==> src/include/tcc_consts.vh <==
// trace capture control: register offsets, field positions, reset values
// assumes a word-indexed register map reached over a 32-bit avalon-mm slave
`ifndef TCC_CONSTS_VH
`define TCC_CONSTS_VH

// ------------------------------------------------------------
// register indices (byte address = index * 4)
// ------------------------------------------------------------
`define TCC_IDX_EXT_INFO     4'hB
`define TCC_IDX_CONTROL      4'hC
`define TCC_IDX_TRIGGER      4'hD
`define TCC_IDX_CAPT_STATUS  4'h9

// ------------------------------------------------------------
// control register fields
// ------------------------------------------------------------
`define TCC_CTL_EN           7
`define TCC_CTL_ARM          6
`define TCC_CTL_TAG          5
`define TCC_CTL_BRK          4
`define TCC_CTL_LOOP         0
`define TCC_CTL_IMPL_MASK    8'hF1

// ------------------------------------------------------------
// extended info fields
// ------------------------------------------------------------
`define TCC_FX_PAGED         7
`define TCC_FX_BIT16         0

// ------------------------------------------------------------
// trigger register fields (own map)
// ------------------------------------------------------------
`define TCC_TRG_BEGIN        6
`define TCC_TRG_EVONLY       0

// ------------------------------------------------------------
// reset values
// ------------------------------------------------------------
`define TCC_RST_CONTROL      8'h00
`define TCC_RST_EXT_INFO     8'h00
`define TCC_RST_TRIGGER      8'h40

`endif

==> src/hw/tcc_addr_form.v <==
// trace capture control: builds the 17-bit core address of an access
// assumes page and address inputs are stable in the cycle they are used
`timescale 1ns/1ps

module tcc_addr_form #(
	parameter PAGE_W = 3,
	parameter LOW_W  = 14
) (
	paged,
	page,
	cpu_addr,
	core_addr
);
	input  wire                       paged;
	input  wire [PAGE_W-1:0]          page;
	input  wire [15:0]                cpu_addr;
	output wire [PAGE_W+LOW_W-1:0]    core_addr;

	// paged: page bits above low cpu bits; else leading zero on cpu address
	assign core_addr = paged ? {page, cpu_addr[LOW_W-1:0]} :
		{1'b0, cpu_addr};
endmodule // tcc_addr_form

==> src/hw/tcc_ext_mem.v <==
// trace capture control: side memory holding paged flag and bit 16
// assumes one write and one read port on the bus clock
`timescale 1ns/1ps

module tcc_ext_mem #(
	parameter DEPTH = 8,
	parameter AW    = 3
) (
	clk,
	wr_en,
	wr_addr,
	wr_data,
	rd_addr,
	rd_data_ff
);
	input  wire          clk;
	input  wire          wr_en;
	input  wire [AW-1:0] wr_addr;
	input  wire [1:0]    wr_data;
	input  wire [AW-1:0] rd_addr;
	output reg  [1:0]    rd_data_ff;

	reg [1:0] mem [0:DEPTH-1];

	always @(posedge clk) begin
		if (wr_en) begin
			mem[wr_addr] <= wr_data;
		end
		rd_data_ff <= mem[rd_addr];
	end
endmodule // tcc_ext_mem

==> src/hw/tcc_trace_ctrl.v <==
// trace capture control: control, loop suppression and extended info
// assumes cpu bus signals come from logic on clk; secure is a pin input
//
// What this block does
// extended info bit 7 shows if the presented word was a paged access
// flag zero: word is event data or unpaged address with bit 16 zero
// flag one: word is page bits over low fourteen cpu address bits
// extended info bit 0 shows bit 16 of the presented word's address
// end-trace reset with enable set and end trigger keeps extended info
// enable bit 7 is forced low and cannot be set while secure
// arm bit 6 gates comparing and storing into the trace fifo
// tag bit 5 picks tag or force breaks; ignored without break enable
// break enable bit 4 allows trace-end and comparator c break requests
// loop bit clear: every qualifying change of flow is captured while the trace fifo is not full
// loop set and address equals comparator c: skip write, keep count
// loop set and address differs: store word and load comparator c
// loop setting has no effect in event-only capture modes
// end-trace reset with enable set and end trigger clears arm and break enable, keeps other control; else all control resets
// after power-on or other reset extended info reads zero; bits 6-1 zero
// trigger position bit: zero ends storage, one starts storage
// software writes to extended info are ignored
`timescale 1ns/1ps
`include "tcc_consts.vh"

module tcc_trace_ctrl #(
	parameter DEPTH = 8,
	parameter AW    = 3
) (
	clk,
	reset_n,
	end_trace_reset,
	secure_pin,
	avs_address,
	avs_read,
	avs_write,
	avs_writedata,
	avs_readdata,
	avs_waitrequest,
	cof_valid,
	cof_paged,
	cof_page,
	cof_addr,
	trigger_hit,
	fifo_pop,
	fifo_wr_ff,
	fifo_word_ff,
	break_tag_ff,
	break_force_ff,
	compc_addr_ff
);
	input  wire        clk;
	input  wire        reset_n;
	input  wire        end_trace_reset;
	input  wire        secure_pin;
	input  wire [3:0]  avs_address;
	input  wire        avs_read;
	input  wire        avs_write;
	input  wire [31:0] avs_writedata;
	output reg  [31:0] avs_readdata;
	output reg         avs_waitrequest;
	input  wire        cof_valid;
	input  wire        cof_paged;
	input  wire [2:0]  cof_page;
	input  wire [15:0] cof_addr;
	input  wire        trigger_hit;
	input  wire        fifo_pop;
	output reg         fifo_wr_ff;
	output reg  [16:0] fifo_word_ff;
	output reg         break_tag_ff;
	output reg         break_force_ff;
	output reg  [16:0] compc_addr_ff;

	// ------------------------------------------------------------
	// state
	// ------------------------------------------------------------
	reg [7:0]    ctl_ff;
	reg [7:0]    trg_ff;
	reg          paged_ff;
	reg          bit16_ff;
	reg          done_ff;
	reg          started_ff;
	reg          end_rst_ff;
	reg [AW-1:0] wptr_ff;
	reg [AW-1:0] rptr_ff;
	reg [AW:0]   count_ff;
	reg [2:0]    sec_sync_ff;
	reg          secure_ff;
	reg          acc_ff;
	reg          pop_ff;
	reg          trig_pend_ff;

	wire [16:0]  core_addr;
	wire [1:0]   mem_rd;
	wire [AW-1:0] rd_next;
	wire         store;

	localparam [AW:0] DEPTH_C = DEPTH;

	// ------------------------------------------------------------
	// address forming and side memory
	// ------------------------------------------------------------
	tcc_addr_form #(
		.PAGE_W (3),
		.LOW_W  (14)
	) u_form (
		.paged     (cof_paged),
		.page      (cof_page),
		.cpu_addr  (cof_addr),
		.core_addr (core_addr)
	);

	assign rd_next = fifo_pop ? rptr_ff + 1'b1 : rptr_ff;

	tcc_ext_mem #(
		.DEPTH (DEPTH),
		.AW    (AW)
	) u_mem (
		.clk        (clk),
		.wr_en      (store),
		.wr_addr    (wptr_ff),
		.wr_data    ({cof_paged, core_addr[16]}),
		.rd_addr    (rd_next),
		.rd_data_ff (mem_rd)
	);

	// ------------------------------------------------------------
	// secure pin: three flops, change taken when last two agree
	// ------------------------------------------------------------
	always @(posedge clk or negedge reset_n) begin
		if (!reset_n) begin
			sec_sync_ff <= 3'h0;
			secure_ff   <= 1'b1;
		end else begin
			sec_sync_ff <= {sec_sync_ff[1:0], secure_pin};
			if (sec_sync_ff[2] == sec_sync_ff[1]) begin
				secure_ff <= sec_sync_ff[2];
			end
		end
	end

	// ------------------------------------------------------------
	// capture decision
	// ------------------------------------------------------------
	wire en      = ctl_ff[`TCC_CTL_EN];
	wire armed   = en & ctl_ff[`TCC_CTL_ARM];
	wire begin_m = trg_ff[`TCC_TRG_BEGIN];
	wire evonly  = trg_ff[`TCC_TRG_EVONLY];
	wire window  = begin_m ? started_ff : ~done_ff;
	wire qual    = armed & cof_valid & window;
	wire loop_on = ctl_ff[`TCC_CTL_LOOP] & ~evonly;
	wire loop_eq = loop_on & (core_addr == compc_addr_ff);
	wire full    = (count_ff == DEPTH_C);
	assign store = qual & ~loop_eq & ~full;
	wire end_ok  = en & ~begin_m;
	wire brk_on  = ctl_ff[`TCC_CTL_BRK];
	wire compc_hit = armed & cof_valid & loop_eq;
	wire run_end = armed & (begin_m ? (started_ff & full) :
		trigger_hit);

	// ------------------------------------------------------------
	// trace fifo bookkeeping and capture
	// ------------------------------------------------------------
	always @(posedge clk or negedge reset_n) begin
		if (!reset_n) begin
			wptr_ff      <= {AW{1'b0}};
			rptr_ff      <= {AW{1'b0}};
			count_ff     <= {(AW+1){1'b0}};
			fifo_wr_ff   <= 1'b0;
			fifo_word_ff <= 17'h00000;
			compc_addr_ff <= 17'h00000;
			started_ff   <= 1'b0;
			done_ff      <= 1'b0;
			trig_pend_ff <= 1'b0;
			pop_ff       <= 1'b0;
		end else begin
			fifo_wr_ff   <= store;
			pop_ff       <= fifo_pop & (count_ff != 0);
			trig_pend_ff <= trigger_hit;
			if (store) begin
				wptr_ff      <= wptr_ff + 1'b1;
				fifo_word_ff <= core_addr;
			end
			if (store & loop_on) begin
				compc_addr_ff <= core_addr;
			end
			if (fifo_pop && count_ff != 0) begin
				rptr_ff <= rptr_ff + 1'b1;
			end
			count_ff <= count_ff + {{AW{1'b0}}, store} -
				{{AW{1'b0}}, fifo_pop && count_ff != 0};
			if (!armed) begin
				started_ff <= 1'b0;
				done_ff    <= 1'b0;
			end else if (trigger_hit) begin
				started_ff <= 1'b1;
				done_ff    <= 1'b1;
			end
		end
	end

	// ------------------------------------------------------------
	// break requests to the cpu
	// ------------------------------------------------------------
	always @(posedge clk or negedge reset_n) begin
		if (!reset_n) begin
			break_tag_ff   <= 1'b0;
			break_force_ff <= 1'b0;
		end else begin
			break_tag_ff   <= brk_on & ctl_ff[`TCC_CTL_TAG] &
				(run_end | compc_hit);
			break_force_ff <= brk_on & ~ctl_ff[`TCC_CTL_TAG] &
				(run_end | compc_hit);
		end
	end

	// ------------------------------------------------------------
	// control, trigger and extended info registers
	// ------------------------------------------------------------
	wire wr_ctl = acc_ff & avs_write &
		(avs_address == `TCC_IDX_CONTROL);
	wire wr_trg = acc_ff & avs_write &
		(avs_address == `TCC_IDX_TRIGGER) & ~ctl_ff[`TCC_CTL_ARM];
	wire [7:0] wd = avs_writedata[7:0];

	always @(posedge clk or negedge reset_n) begin
		if (!reset_n) begin
			end_rst_ff <= 1'b0;
			ctl_ff     <= `TCC_RST_CONTROL;
			trg_ff     <= `TCC_RST_TRIGGER;
			paged_ff   <= 1'b0;
			bit16_ff   <= 1'b0;
		end else begin
			end_rst_ff <= end_trace_reset;
			if (end_trace_reset & ~end_rst_ff) begin
				if (end_ok) begin
					ctl_ff[`TCC_CTL_ARM] <= 1'b0;
					ctl_ff[`TCC_CTL_BRK] <= 1'b0;
					// extended info and trigger held
				end else begin
					ctl_ff   <= `TCC_RST_CONTROL;
					trg_ff   <= `TCC_RST_TRIGGER;
					paged_ff <= 1'b0;
					bit16_ff <= 1'b0;
				end
			end else begin
				if (wr_ctl) begin
					ctl_ff <= wd & `TCC_CTL_IMPL_MASK;
				end else if (run_end & ~begin_m) begin
					ctl_ff[`TCC_CTL_ARM] <= 1'b0;
				end
				if (secure_ff) begin
					ctl_ff[`TCC_CTL_EN] <= 1'b0;
				end
				if (wr_trg) begin
					trg_ff <= wd & 8'hC1;
				end
				// first word into an empty fifo bypasses the side memory,
				// whose registered read would still show the old entry
				if (store && count_ff == 0) begin
					paged_ff <= cof_paged;
					bit16_ff <= core_addr[16];
				end else if (pop_ff) begin
					paged_ff <= mem_rd[1];
					bit16_ff <= mem_rd[0];
				end
			end
		end
	end

	// ------------------------------------------------------------
	// avalon-mm slave: one wait cycle, then answer
	// ------------------------------------------------------------
	always @(posedge clk or negedge reset_n) begin
		if (!reset_n) begin
			acc_ff          <= 1'b0;
			avs_waitrequest <= 1'b1;
			avs_readdata    <= 32'h00000000;
		end else begin
			acc_ff          <= (avs_read | avs_write) & ~acc_ff;
			avs_waitrequest <= ~((avs_read | avs_write) & ~acc_ff);
			if (avs_read & ~acc_ff) begin
				if (avs_address == `TCC_IDX_EXT_INFO) begin
					avs_readdata <= {24'h000000, paged_ff,
						6'h00, bit16_ff};
				end else if (avs_address == `TCC_IDX_CONTROL) begin
					avs_readdata <= {24'h000000, ctl_ff};
				end else if (avs_address == `TCC_IDX_TRIGGER) begin
					avs_readdata <= {24'h000000, trg_ff};
				end else if (avs_address == `TCC_IDX_CAPT_STATUS) begin
					avs_readdata <= {27'h0000000, count_ff[3:0],
						armed};
				end else begin
					avs_readdata <= 32'h00000000;
				end
			end
		end
	end
endmodule // tcc_trace_ctrl

==> config.mk <==
export PLATFORM = sky130hd
export DESIGN_NAME = tcc_trace_ctrl
export DESIGN_NICKNAME = d
export VERILOG_FILES = /design/src/hw/tcc_addr_form.v /design/src/hw/tcc_ext_mem.v /design/src/hw/tcc_trace_ctrl.v
export VERILOG_INCLUDE_DIRS = /design/src /design/src/include
export SDC_FILE = /design/constraint.sdc
export NUM_CORES = 1
export LEC_CHECK = 0
export BUFFER_PORTS_ARGS = -buffer_cell sky130_fd_sc_hd__clkbuf_2
export CORE_ASPECT_RATIO = 1.4
export CORE_MARGIN = 2
export CORE_UTILIZATION = 45
export DETAILED_ROUTE_END_ITERATION = 8
export GPL_ROUTABILITY_DRIVEN = 1
export PLACE_DENSITY = 0.69
export SYNTH_ARGS = -nofsm -noshare
export SYNTH_HDL_FRONTEND = slang
export SYNTH_SLANG_ARGS = --single-unit
==> constraint.sdc <==
create_clock -name clk -period 3.4 [get_ports clk]
set_input_delay 0.17 -clock clk [delete_from_list [all_inputs] [get_ports clk]]
set_output_delay 0.17 -clock clk [all_outputs]
set_load 0.02 [all_outputs]
==> flow_metrics.tcl, run 1 <==
set metrics [dict create \
    ios 135 \
    syn_area_per_cell_um2 12.9 \
    insertion_delay_ps 340 \
    die_x_um 87.6 \
    grt_util_all_layers 0.169 \
    layout_commonest_cell "clkbuf_2" \
    drv_cap 0 \
    cp-start-kind "flop" \
    via_per_inst 4.87 \
    multi_input_area_mm2 0.00182 \
    slew_viol_final 0 \
    synth_edf_count 16 \
    cp_max_fo 4 \
    cts_num_sinks 92 \
    io_buffers 83 \
    required_ps 3620 \
    synth-seq-cells 92 \
    slew_headroom 0.392 \
    postRouteAntennaNets 0 \
    cts_inserted_buffers 9 \
    grt_pass1_wl_um 13800 \
    antenna_found_initial 0 \
    clkTransAtPathRegs_ps 70 \
    dpl_cell_area_mm2 0.00485 \
    dp_hpwl_um 6020 \
    worst_slack_ps 830 \
    worst_slew_pin_slew_ps 911 \
    reg2reg_setup_slack_ps 830 \
    grt_max_degree 75 \
    clk_path_buf_depth 2 \
    area_growth_pct 17.2 \
    initial_core_util 0.463 \
    fin_util 0.543 \
    worst_hold_slack_ps -31.3 \
    path_class "reg2reg" \
    root_buffer "clkbuf_16" \
    cts_tree "yes" \
    r2r_start "compc_addr_ff[5]" \
    hold_class "in2async" \
    status "finished with violations" \
    crit_buf_inv 2 \
    endpoint_kind "flop" \
    clock.fmax_ghz 0.389 \
    ys.flop_type "dfrtp_1" \
    p_leak_nw 2.49 \
    num_rows 42 \
    synthDistinctLibCells 56 \
    rsz0062_at_grt "false" \
    critical_path.top_delay_family "simple AND/OR/NAND/NOR gates" \
    h-tree-depth 3 \
    async_flop_share 0.804 \
    final_area_mm2 0.00516 \
    fin_worst_skew_ps 6.07 \
    regArea_mm2 0.00238 \
    vdd_drop_max_mv 0.312 \
    drive_gt1_frac 0.334 \
    setup_violations 0 \
    slowest_stage "dfrtp_1" \
    reg2regPathDepth 11 \
    arrival_ps 2800 \
    grt_pass1_vias 2956 \
    violations "negative hold slack" \
    core_mm2 0.00951 \
    fin_crit_ps 2570 \
    synth-warning-count 0 \
    fillCellCount 825 \
    finalCritPeriodShare 0.756 \
    seq_area_frac_synth 0.540 \
    globalplace.congestion 0.809 \
    drt_drc_violations_left 0 \
    r2r_end "count_ff[2]" \
    setup_tns_ps 0 \
    cp_cell_sequence "xnor2_1 -> nand4_1 -> nor4_2 -> nand4_4 -> nand2_2 -> ha_1 -> inv_1 -> ha_1 -> inv_1 -> fa_1 -> xnor2_1" \
    syn_area_mm2 0.00440 \
    die-area_mm2 0.0106 \
    wl_per_cell_um 14.4 \
    drt_wl_total_um 8170 \
    vias 2757 \
    finalPower_w 0.00279 \
    num_antenna_cells 0 \
    final_nets 503 \
    max_stage_delay_ps 410 \
    drtPass1Iterations 4 \
    most-common-layout-cells "clkbuf_2 (82), dfrtp_1 (71), conb_1 (24)" \
    grt-ovfl-total 0 \
    die_y_um 121 \
    post-place-ws_ps 782 \
    post_cts_buffers 0 \
    timing_hold_violations_final 71 \
    power_density_mw_per_mm2 540 \
    synth_cells 341 \
    drt_first_iter_violations 110 \
]
[logic make-up (layout without fill, tap and decap cells)]
group	after synthesis	after routing	synth area share
other cells	1	24	0.000852
mux	48	48	0.140
compound gates	32	32	0.0497
flops	92	92	0.540
fa+ha+maj	10	10	0.0296
buf+inv	48	118	0.0668
xor+xnor	26	26	0.0534
simple gates	84	84	0.120
[sequential cells by signal (all words and copies together), names as in the netlist, 2 cells and up]
signal	cells
fifo_word_ff	17
u_mem.rd_data_ff	2
wptr_ff	3
u_mem.mem	16
rptr_ff	3
avs_readdata	8
compc_addr_ff	17
count_ff	4
trg_ff	3
ctl_ff	5
sec_sync_ff	3
[Yosys cell counts (all sizes together), types with 6 or more instances]
cell type	number	share of area
buf	29	0.051
nor2	14	0.012
nand3	6	0.0097
o21ai	8	0.0091
inv	16	0.014
xnor2	18	0.038
nand2	23	0.020
mux2	40	0.11
edfxtp	16	0.11
nor4	7	0.020
ha	8	0.023
xor2	8	0.016
a22o	7	0.014
dfrtp	71	0.40
[worst max path at each step]
stage | startpoint | slack [ps] | cells after the start | end
floorplan | compc_addr_ff[15] | 660 | 13 | count_ff[2]
global placement | compc_addr_ff[11] | 840 | 11 | count_ff[2]
detailed placement | compc_addr_ff[5] | 780 | 11 | count_ff[2]
CTS | compc_addr_ff[5] | 770 | 11 | count_ff[2]
global route | compc_addr_ff[13] | 570 | 11 | count_ff[3]
finish | compc_addr_ff[5] | 830 | 11 | count_ff[2]
[power by group]
group | total [W] | switching [W] | internal, W
combinational | 0.000529 | 0.000279 | 0.000251
sequential | 0.00129 | 0.0000725 | 0.00122
clock | 0.000968 | 0.000424 | 0.000543
total | 0.00279 | 0.000775 | 0.00201
[final cells by class]
| type | count | share of cell area |
|---|---|---|
| timing repair buffer | 86 | 0.0863 |
| tap | 132 | 0.0320 |
| multi-input combinational | 224 | 0.352 |
| sequential | 92 | 0.460 |
| inverter | 16 | 0.0116 |
| clock buffer | 10 | 0.0485 |
| clock inverter | 6 | 0.00897 |
[per-stage QoR]
step | cells | hold slack (ps)
after global routing | 566 | 44.6
after detailed placement | 548 | 294
after CTS | 566 | 1.47
after floorplan | 364 | -126
final | 566 | -31.3
after global placement | 548 | 291
[routing by layer]
metal | track usage | share of wire | up-vias
li1 | - | - | 1338
met1 | 0.196 | 0.41 | 1315
met2 | 0.290 | 0.51 | 96
met3 | 0.0531 | 0.068 | 8
met4 | 0.0577 | 0.012 | 0
met5 | 0 | 0 | -
[worst reg2reg max path: cells and delay by family, from the launching register on]
family                   cells  cell delay (ps)
XOR/XNOR                     2              320
adder cells (fa/ha/maj)      3              740
buffers and inverters        2              100
flip-flops                   1              410
AND/OR/NAND/NOR              4              880
[what timing repair did]
item | 4_1_cts | 5_1_grt
hold endpoints to repair | 2 | 0
hold buffers | 2 | 0
gates resized for setup | 0 | 0
Power figures use the tool's default switching activity.
==> run 2, diff against run 1 <==
--- a/config.mk
+++ b/config.mk
@@ -12,7 +12,7 @@
 export CORE_UTILIZATION = 45
 export DETAILED_ROUTE_END_ITERATION = 8
 export GPL_ROUTABILITY_DRIVEN = 1
-export PLACE_DENSITY = 0.69
+export PLACE_DENSITY = 0.72
 export SYNTH_ARGS = -nofsm -noshare
 export SYNTH_HDL_FRONTEND = slang
 export SYNTH_SLANG_ARGS = --single-unit
==> constraint.sdc (replaced) <==
create_clock -name clk -period 2.1 [get_ports clk]
set_input_delay 0.105 -clock clk [delete_from_list [all_inputs] [get_ports clk]]
set_output_delay 0.105 -clock clk [all_outputs]
set_load 0.02 [all_outputs]
==> flow_metrics.tcl, run 2 (synthesis results as in run 1) <==
set metrics [dict create \
    status "finished with violations" \
    violations "negative setup slack" \
    fin_worst_skew_ps 10.3 \
    min_from "trigger_hit" \
    dp_hpwl_um 6900 \
    rsz0062_at_grt "true" \
    placed_cells 598 \
    drtPass1Iterations 4 \
    antenna_found_initial 0 \
    die_x_um 87.6 \
    grt-ovfl-total 0 \
    root_buffer "clkbuf_16" \
    drive_gt1_frac 0.457 \
    clock.fmax_ghz 0.420 \
    globalplace.congestion 0.764 \
    clkTransAtPathRegs_ps 70 \
    via_per_inst 4.90 \
    drt_drc_violations_left 0 \
    grt_pass1_vias 3247 \
    arrival_ps 2620 \
    cp-startpoint "compc_addr_ff[11]" \
    num_rows 42 \
    finalCritPeriodShare 1.13 \
    die_y_um 121 \
    h-tree-depth 3 \
    slew_headroom 0.601 \
    core_mm2 0.00951 \
    slew_viol_final 0 \
    fin_crit_ps 2380 \
    reg_top3 "compc_addr_ff (17), fifo_word_ff (17), u_mem.mem (16)" \
    layout_commonest_cell "clkbuf_2" \
    required_ps 2340 \
    cts_num_sinks 92 \
    power_density_mw_per_mm2 801 \
    endpoint_kind "flop" \
    insertion_delay_ps 350 \
    setup_tns_ps -4510 \
    num_antenna_cells 0 \
    drt_first_iter_violations 122 \
    layout.cells.non_filler 624 \
    r2r_start "compc_addr_ff[11]" \
    vdd_drop_max_mv 0.504 \
    fin_util 0.611 \
    worst_hold_slack_ps 7.51 \
    grt_util_all_layers 0.190 \
    dpl_cell_area_mm2 0.00529 \
    path_class "reg2reg" \
    clk_path_buf_depth 2 \
    die-area_mm2 0.0106 \
    final_nets 561 \
    postRouteAntennaNets 0 \
    drt_wl_total_um 9450 \
    grt_max_degree 44 \
    cts_inserted_buffers 9 \
    vias 3056 \
    ios 135 \
    cp_max_fo 2 \
    hold_class "in2reg" \
    drv_cap 0 \
    initial_core_util 0.463 \
    io_buffers 83 \
    final_area_mm2 0.00581 \
    grt_pass1_wl_um 15500 \
    wl_per_cell_um 15.1 \
    worst_slew_pin_slew_ps 590 \
    p_leak_nw 2.80 \
    cp-start-kind "flop" \
    timing_hold_violations_final 0 \
    setup_violations 54 \
    area_growth_pct 32.0 \
    worst_slack_ps -279 \
    most-common-layout-cells "clkbuf_2 (82), dfrtp_1 (66), buf_4 (52)" \
    cts_tree "yes" \
]
-- run 2: changes by cell type in the layout (fill, tap and decap cells not counted), sizes merged --
| cell | change |
|---|---|
| dlygate4sd3 | +3 |
| clkinvlp | -1 |
| inv | -1 |
| clkbuf | +2 |
| buf | +55 |
-- run 2: final cells by class --
cell class | count | area [um^2]
Inverter | 16 | 62.6
Fill cell | 737 | 3700
Clock inverter | 4 | 26.3
Tap cell | 132 | 165
Sequential cell | 92 | 2380
Multi-Input combinational cell | 224 | 2010
Clock buffer | 12 | 236
Timing Repair Buffer | 144 | 932
-- run 2: path summary, 6_finish.rpt --
path                               endpoint  slack [ps]  cells past startpoint
max                             count_ff[1]        -280                     11
min                              started_ff           8                      3
max reg2reg                     count_ff[1]        -280                     11
min reg2reg                  sec_sync_ff[1]         370                      0
max in group asynchronous        rptr_ff[2]        1120                      3
min in group asynchronous  compc_addr_ff[1]         300                      2
-- run 2: critical path, cell delays in order, from the launching register on --
cell     delay (ps)
dfrtp_2         420
xnor2_2         130
nand4_1         180
nor4_4          320
nand4_4         140
nand2_2         110
ha_4            210
inv_4            50
ha_4            120
inv_2            40
fa_2            520
inv_2            30
-- run 2: metal layers --
| metal | track usage | vias up | routed length, um |
|---|---|---|---|
| met5 | 0 | - | 0 |
| met4 | 0.0760 | 0 | 231 |
| met3 | 0.0626 | 16 | 539 |
| met2 | 0.329 | 113 | 4970 |
| met1 | 0.213 | 1478 | 3700 |
| li1 | - | 1449 | - |
-- run 2: power by group --
group / switching (W) / leakage (nW) / internal, W
clock network: 0.000650 / 0.127 / 0.000801
registers: 0.000112 / 1.12 / 0.00198
logic: 0.000558 / 1.55 / 0.000557
total: 0.00132 / 2.80 / 0.00333
-- run 2: timing repair --
| action | CTS | global route |
|---|---|---|
| hold buffers | 5 | 0 |
| cloned | 1 | 0 |
| setup buffers | 1 | 4 |
| hold endpoints to repair | 41 | 0 |
| pin swaps | 6 | 9 |
| setup endpoints to repair | 56 | 56 |
| gates resized for setup | 16 | 11 |
-- run 2: metrics by stage --
| step | setup WS (ps) | power, W |
|---|---|---|
| floorplan | -582 | 0.00281 |
| finish | -279 | 0.00465 |
| detailed placement | -324 | 0.00319 |
| CTS | -260 | 0.00467 |
| global placement | -283 | 0.00312 |
| global route | -368 | 0.00489 |
==> run 3, diff against run 2 <==
--- a/config.mk
+++ b/config.mk
@@ -13,6 +13,7 @@
 export DETAILED_ROUTE_END_ITERATION = 8
 export GPL_ROUTABILITY_DRIVEN = 1
 export PLACE_DENSITY = 0.72
+export RECOVER_POWER = 50
 export SYNTH_ARGS = -nofsm -noshare
 export SYNTH_HDL_FRONTEND = slang
 export SYNTH_SLANG_ARGS = --single-unit
==> flow_metrics.tcl, run 3 (synthesis results as in run 1) <==
set metrics [dict create \
    fillCellCount 749 \
    layout_commonest_cell "clkbuf_2" \
    hold_class "in2reg" \
    r2r_start "compc_addr_ff[9]" \
    h-tree-depth 3 \
    drive_gt1_frac 0.433 \
    final_area_mm2 0.00579 \
    insertion_delay_ps 350 \
    via_per_inst 4.90 \
    setup_violations 54 \
    finalCritPeriodShare 1.13 \
    final_nets 561 \
    drt_drc_violations_left 0 \
    clk_path_buf_depth 2 \
    p_leak_nw 2.76 \
    worst_hold_slack_ps 7.27 \
    num_rows 42 \
    path_class "reg2reg" \
    drv_cap 0 \
    vdd_drop_max_mv 0.504 \
    slew_headroom 0.257 \
    worst_slew_pin_slew_ps 1120 \
    critical_path.endpoint "count_ff[1]" \
    clkTransAtPathRegs_ps 70 \
    reg_top3 "compc_addr_ff (17), fifo_word_ff (17), u_mem.mem (16)" \
    globalplace.congestion 0.764 \
    io_buffers 83 \
    rsz0062_at_grt "true" \
    root_buffer "clkbuf_16" \
    dpl_cell_area_mm2 0.00529 \
    power_density_mw_per_mm2 803 \
    area_growth_pct 31.4 \
    antenna_found_initial 0 \
    grt_pass1_wl_um 15500 \
    cts_num_sinks 92 \
    worst_slack_ps -283 \
    required_ps 2340 \
    wl_per_cell_um 15.2 \
    fin_worst_skew_ps 9.14 \
    endpoint_kind "flop" \
    most-common-layout-cells "clkbuf_2 (74), dfrtp_1 (66), buf_4 (48)" \
    slew_viol_final 0 \
    drtPass1Iterations 4 \
    grt_util_all_layers 0.190 \
    cp-start-kind "flop" \
    die_x_um 87.6 \
    timing_hold_violations_final 0 \
    arrival_ps 2620 \
    clock.fmax_ghz 0.420 \
    drt_wl_total_um 9470 \
    reg2reg_setup_slack_ps -280 \
    cp_max_fo 2 \
    grt_pass1_vias 3247 \
    grt_max_degree 44 \
    dp_hpwl_um 6900 \
    cts_tree "yes" \
    initial_core_util 0.463 \
    num_antenna_cells 0 \
    ios 135 \
    cts_inserted_buffers 9 \
    drt_first_iter_violations 90 \
    reg2regPathDepth 11 \
    r2r_end "count_ff[1]" \
    fin_crit_ps 2380 \
    vias 3057 \
    grt-ovfl-total 0 \
    cp-startpoint "compc_addr_ff[9]" \
    die-area_mm2 0.0106 \
    core_mm2 0.00951 \
    fin_util 0.608 \
    violations "negative setup slack" \
    status "finished with violations" \
    die_y_um 121 \
    postRouteAntennaNets 0 \
]
==> run 3: cell types whose count changed in the layout (fill, tap and decap cells not counted) <==
cell      change
clkbuf_1     +12
clkbuf_2      -8
buf_4         -4
and2_0        +1
and2_1        -1
==> run 3: critical path, stage by stage (launching register included) <==
cell and delay [ps]:
dfrtp_2 420, xnor2_1 140, nand4_1 170, nor4_4 320, nand4_4 140, nand2_2 110
ha_4 210, inv_4 50, ha_4 120, inv_2 40, fa_2 520, inv_2 30
==> run 3: worst min path at each step <==
stage | from | end | slack [ps] | cells after the start
floorplan | reset_n | acc_ff | -190 | 0
global placement | reset_n | compc_addr_ff[1] | 130 | 1
detailed placement | reset_n | compc_addr_ff[1] | 140 | 1
CTS | trigger_hit | started_ff | 7 | 3
global route | cof_addr[4] | fifo_word_ff[4] | 20 | 2
finish | trigger_hit | started_ff | 7 | 3
==> run 3: layout make-up <==
cell class                 count  area, um^2  share of cell area
clock buffer                  12         236              0.0409
clock inverter                 4        26.3             0.00454
inverter                      16        62.6              0.0108
multi-input combinational    224        2010               0.347
sequential                    92        2380               0.412
tap                          132         165              0.0285
timing repair buffer         144         907               0.157
==> run 3: report_power, final <==
group          switching [W]  internal (W)  leakage, nW
clock               0.000649      0.000801        0.127
combinational       0.000559      0.000553         1.51
sequential          0.000112       0.00198         1.12
==> run 3: timing repair <==
action / CTS / global route
cloned: 1 / 0
setup endpoints to repair: 56 / 56
pin swaps: 6 / 9
resized for setup: 16 / 11
endpoints found under the hold margin: 41 / 0
setup buffers: 1 / 4
hold buffers: 5 / 0
==> run 3: routing by layer <==
layer / wire length (um) / GRT usage / share of wire / up-vias
met1: 3730 / 0.213 / 0.39 / 1483
met5: 0 / 0 / 0 / -
met4: 233 / 0.0760 / 0.025 / 0
met3: 552 / 0.0626 / 0.058 / 18
met2: 4950 / 0.329 / 0.52 / 110
li1: - / - / - / 1446
==> run 3: metrics by stage <==
step	worst slack [ps]	setup TNS (ps)	total power [W]	cells
final	-283	-4670	0.00465	624
after global routing	-368	-9610	0.00488	624
after CTS	-260	-3680	0.00467	621
after detailed placement	-324	-5550	0.00319	598
after global placement	-283	-3560	0.00312	598
after floorplan	-582	-1900	0.00281	364
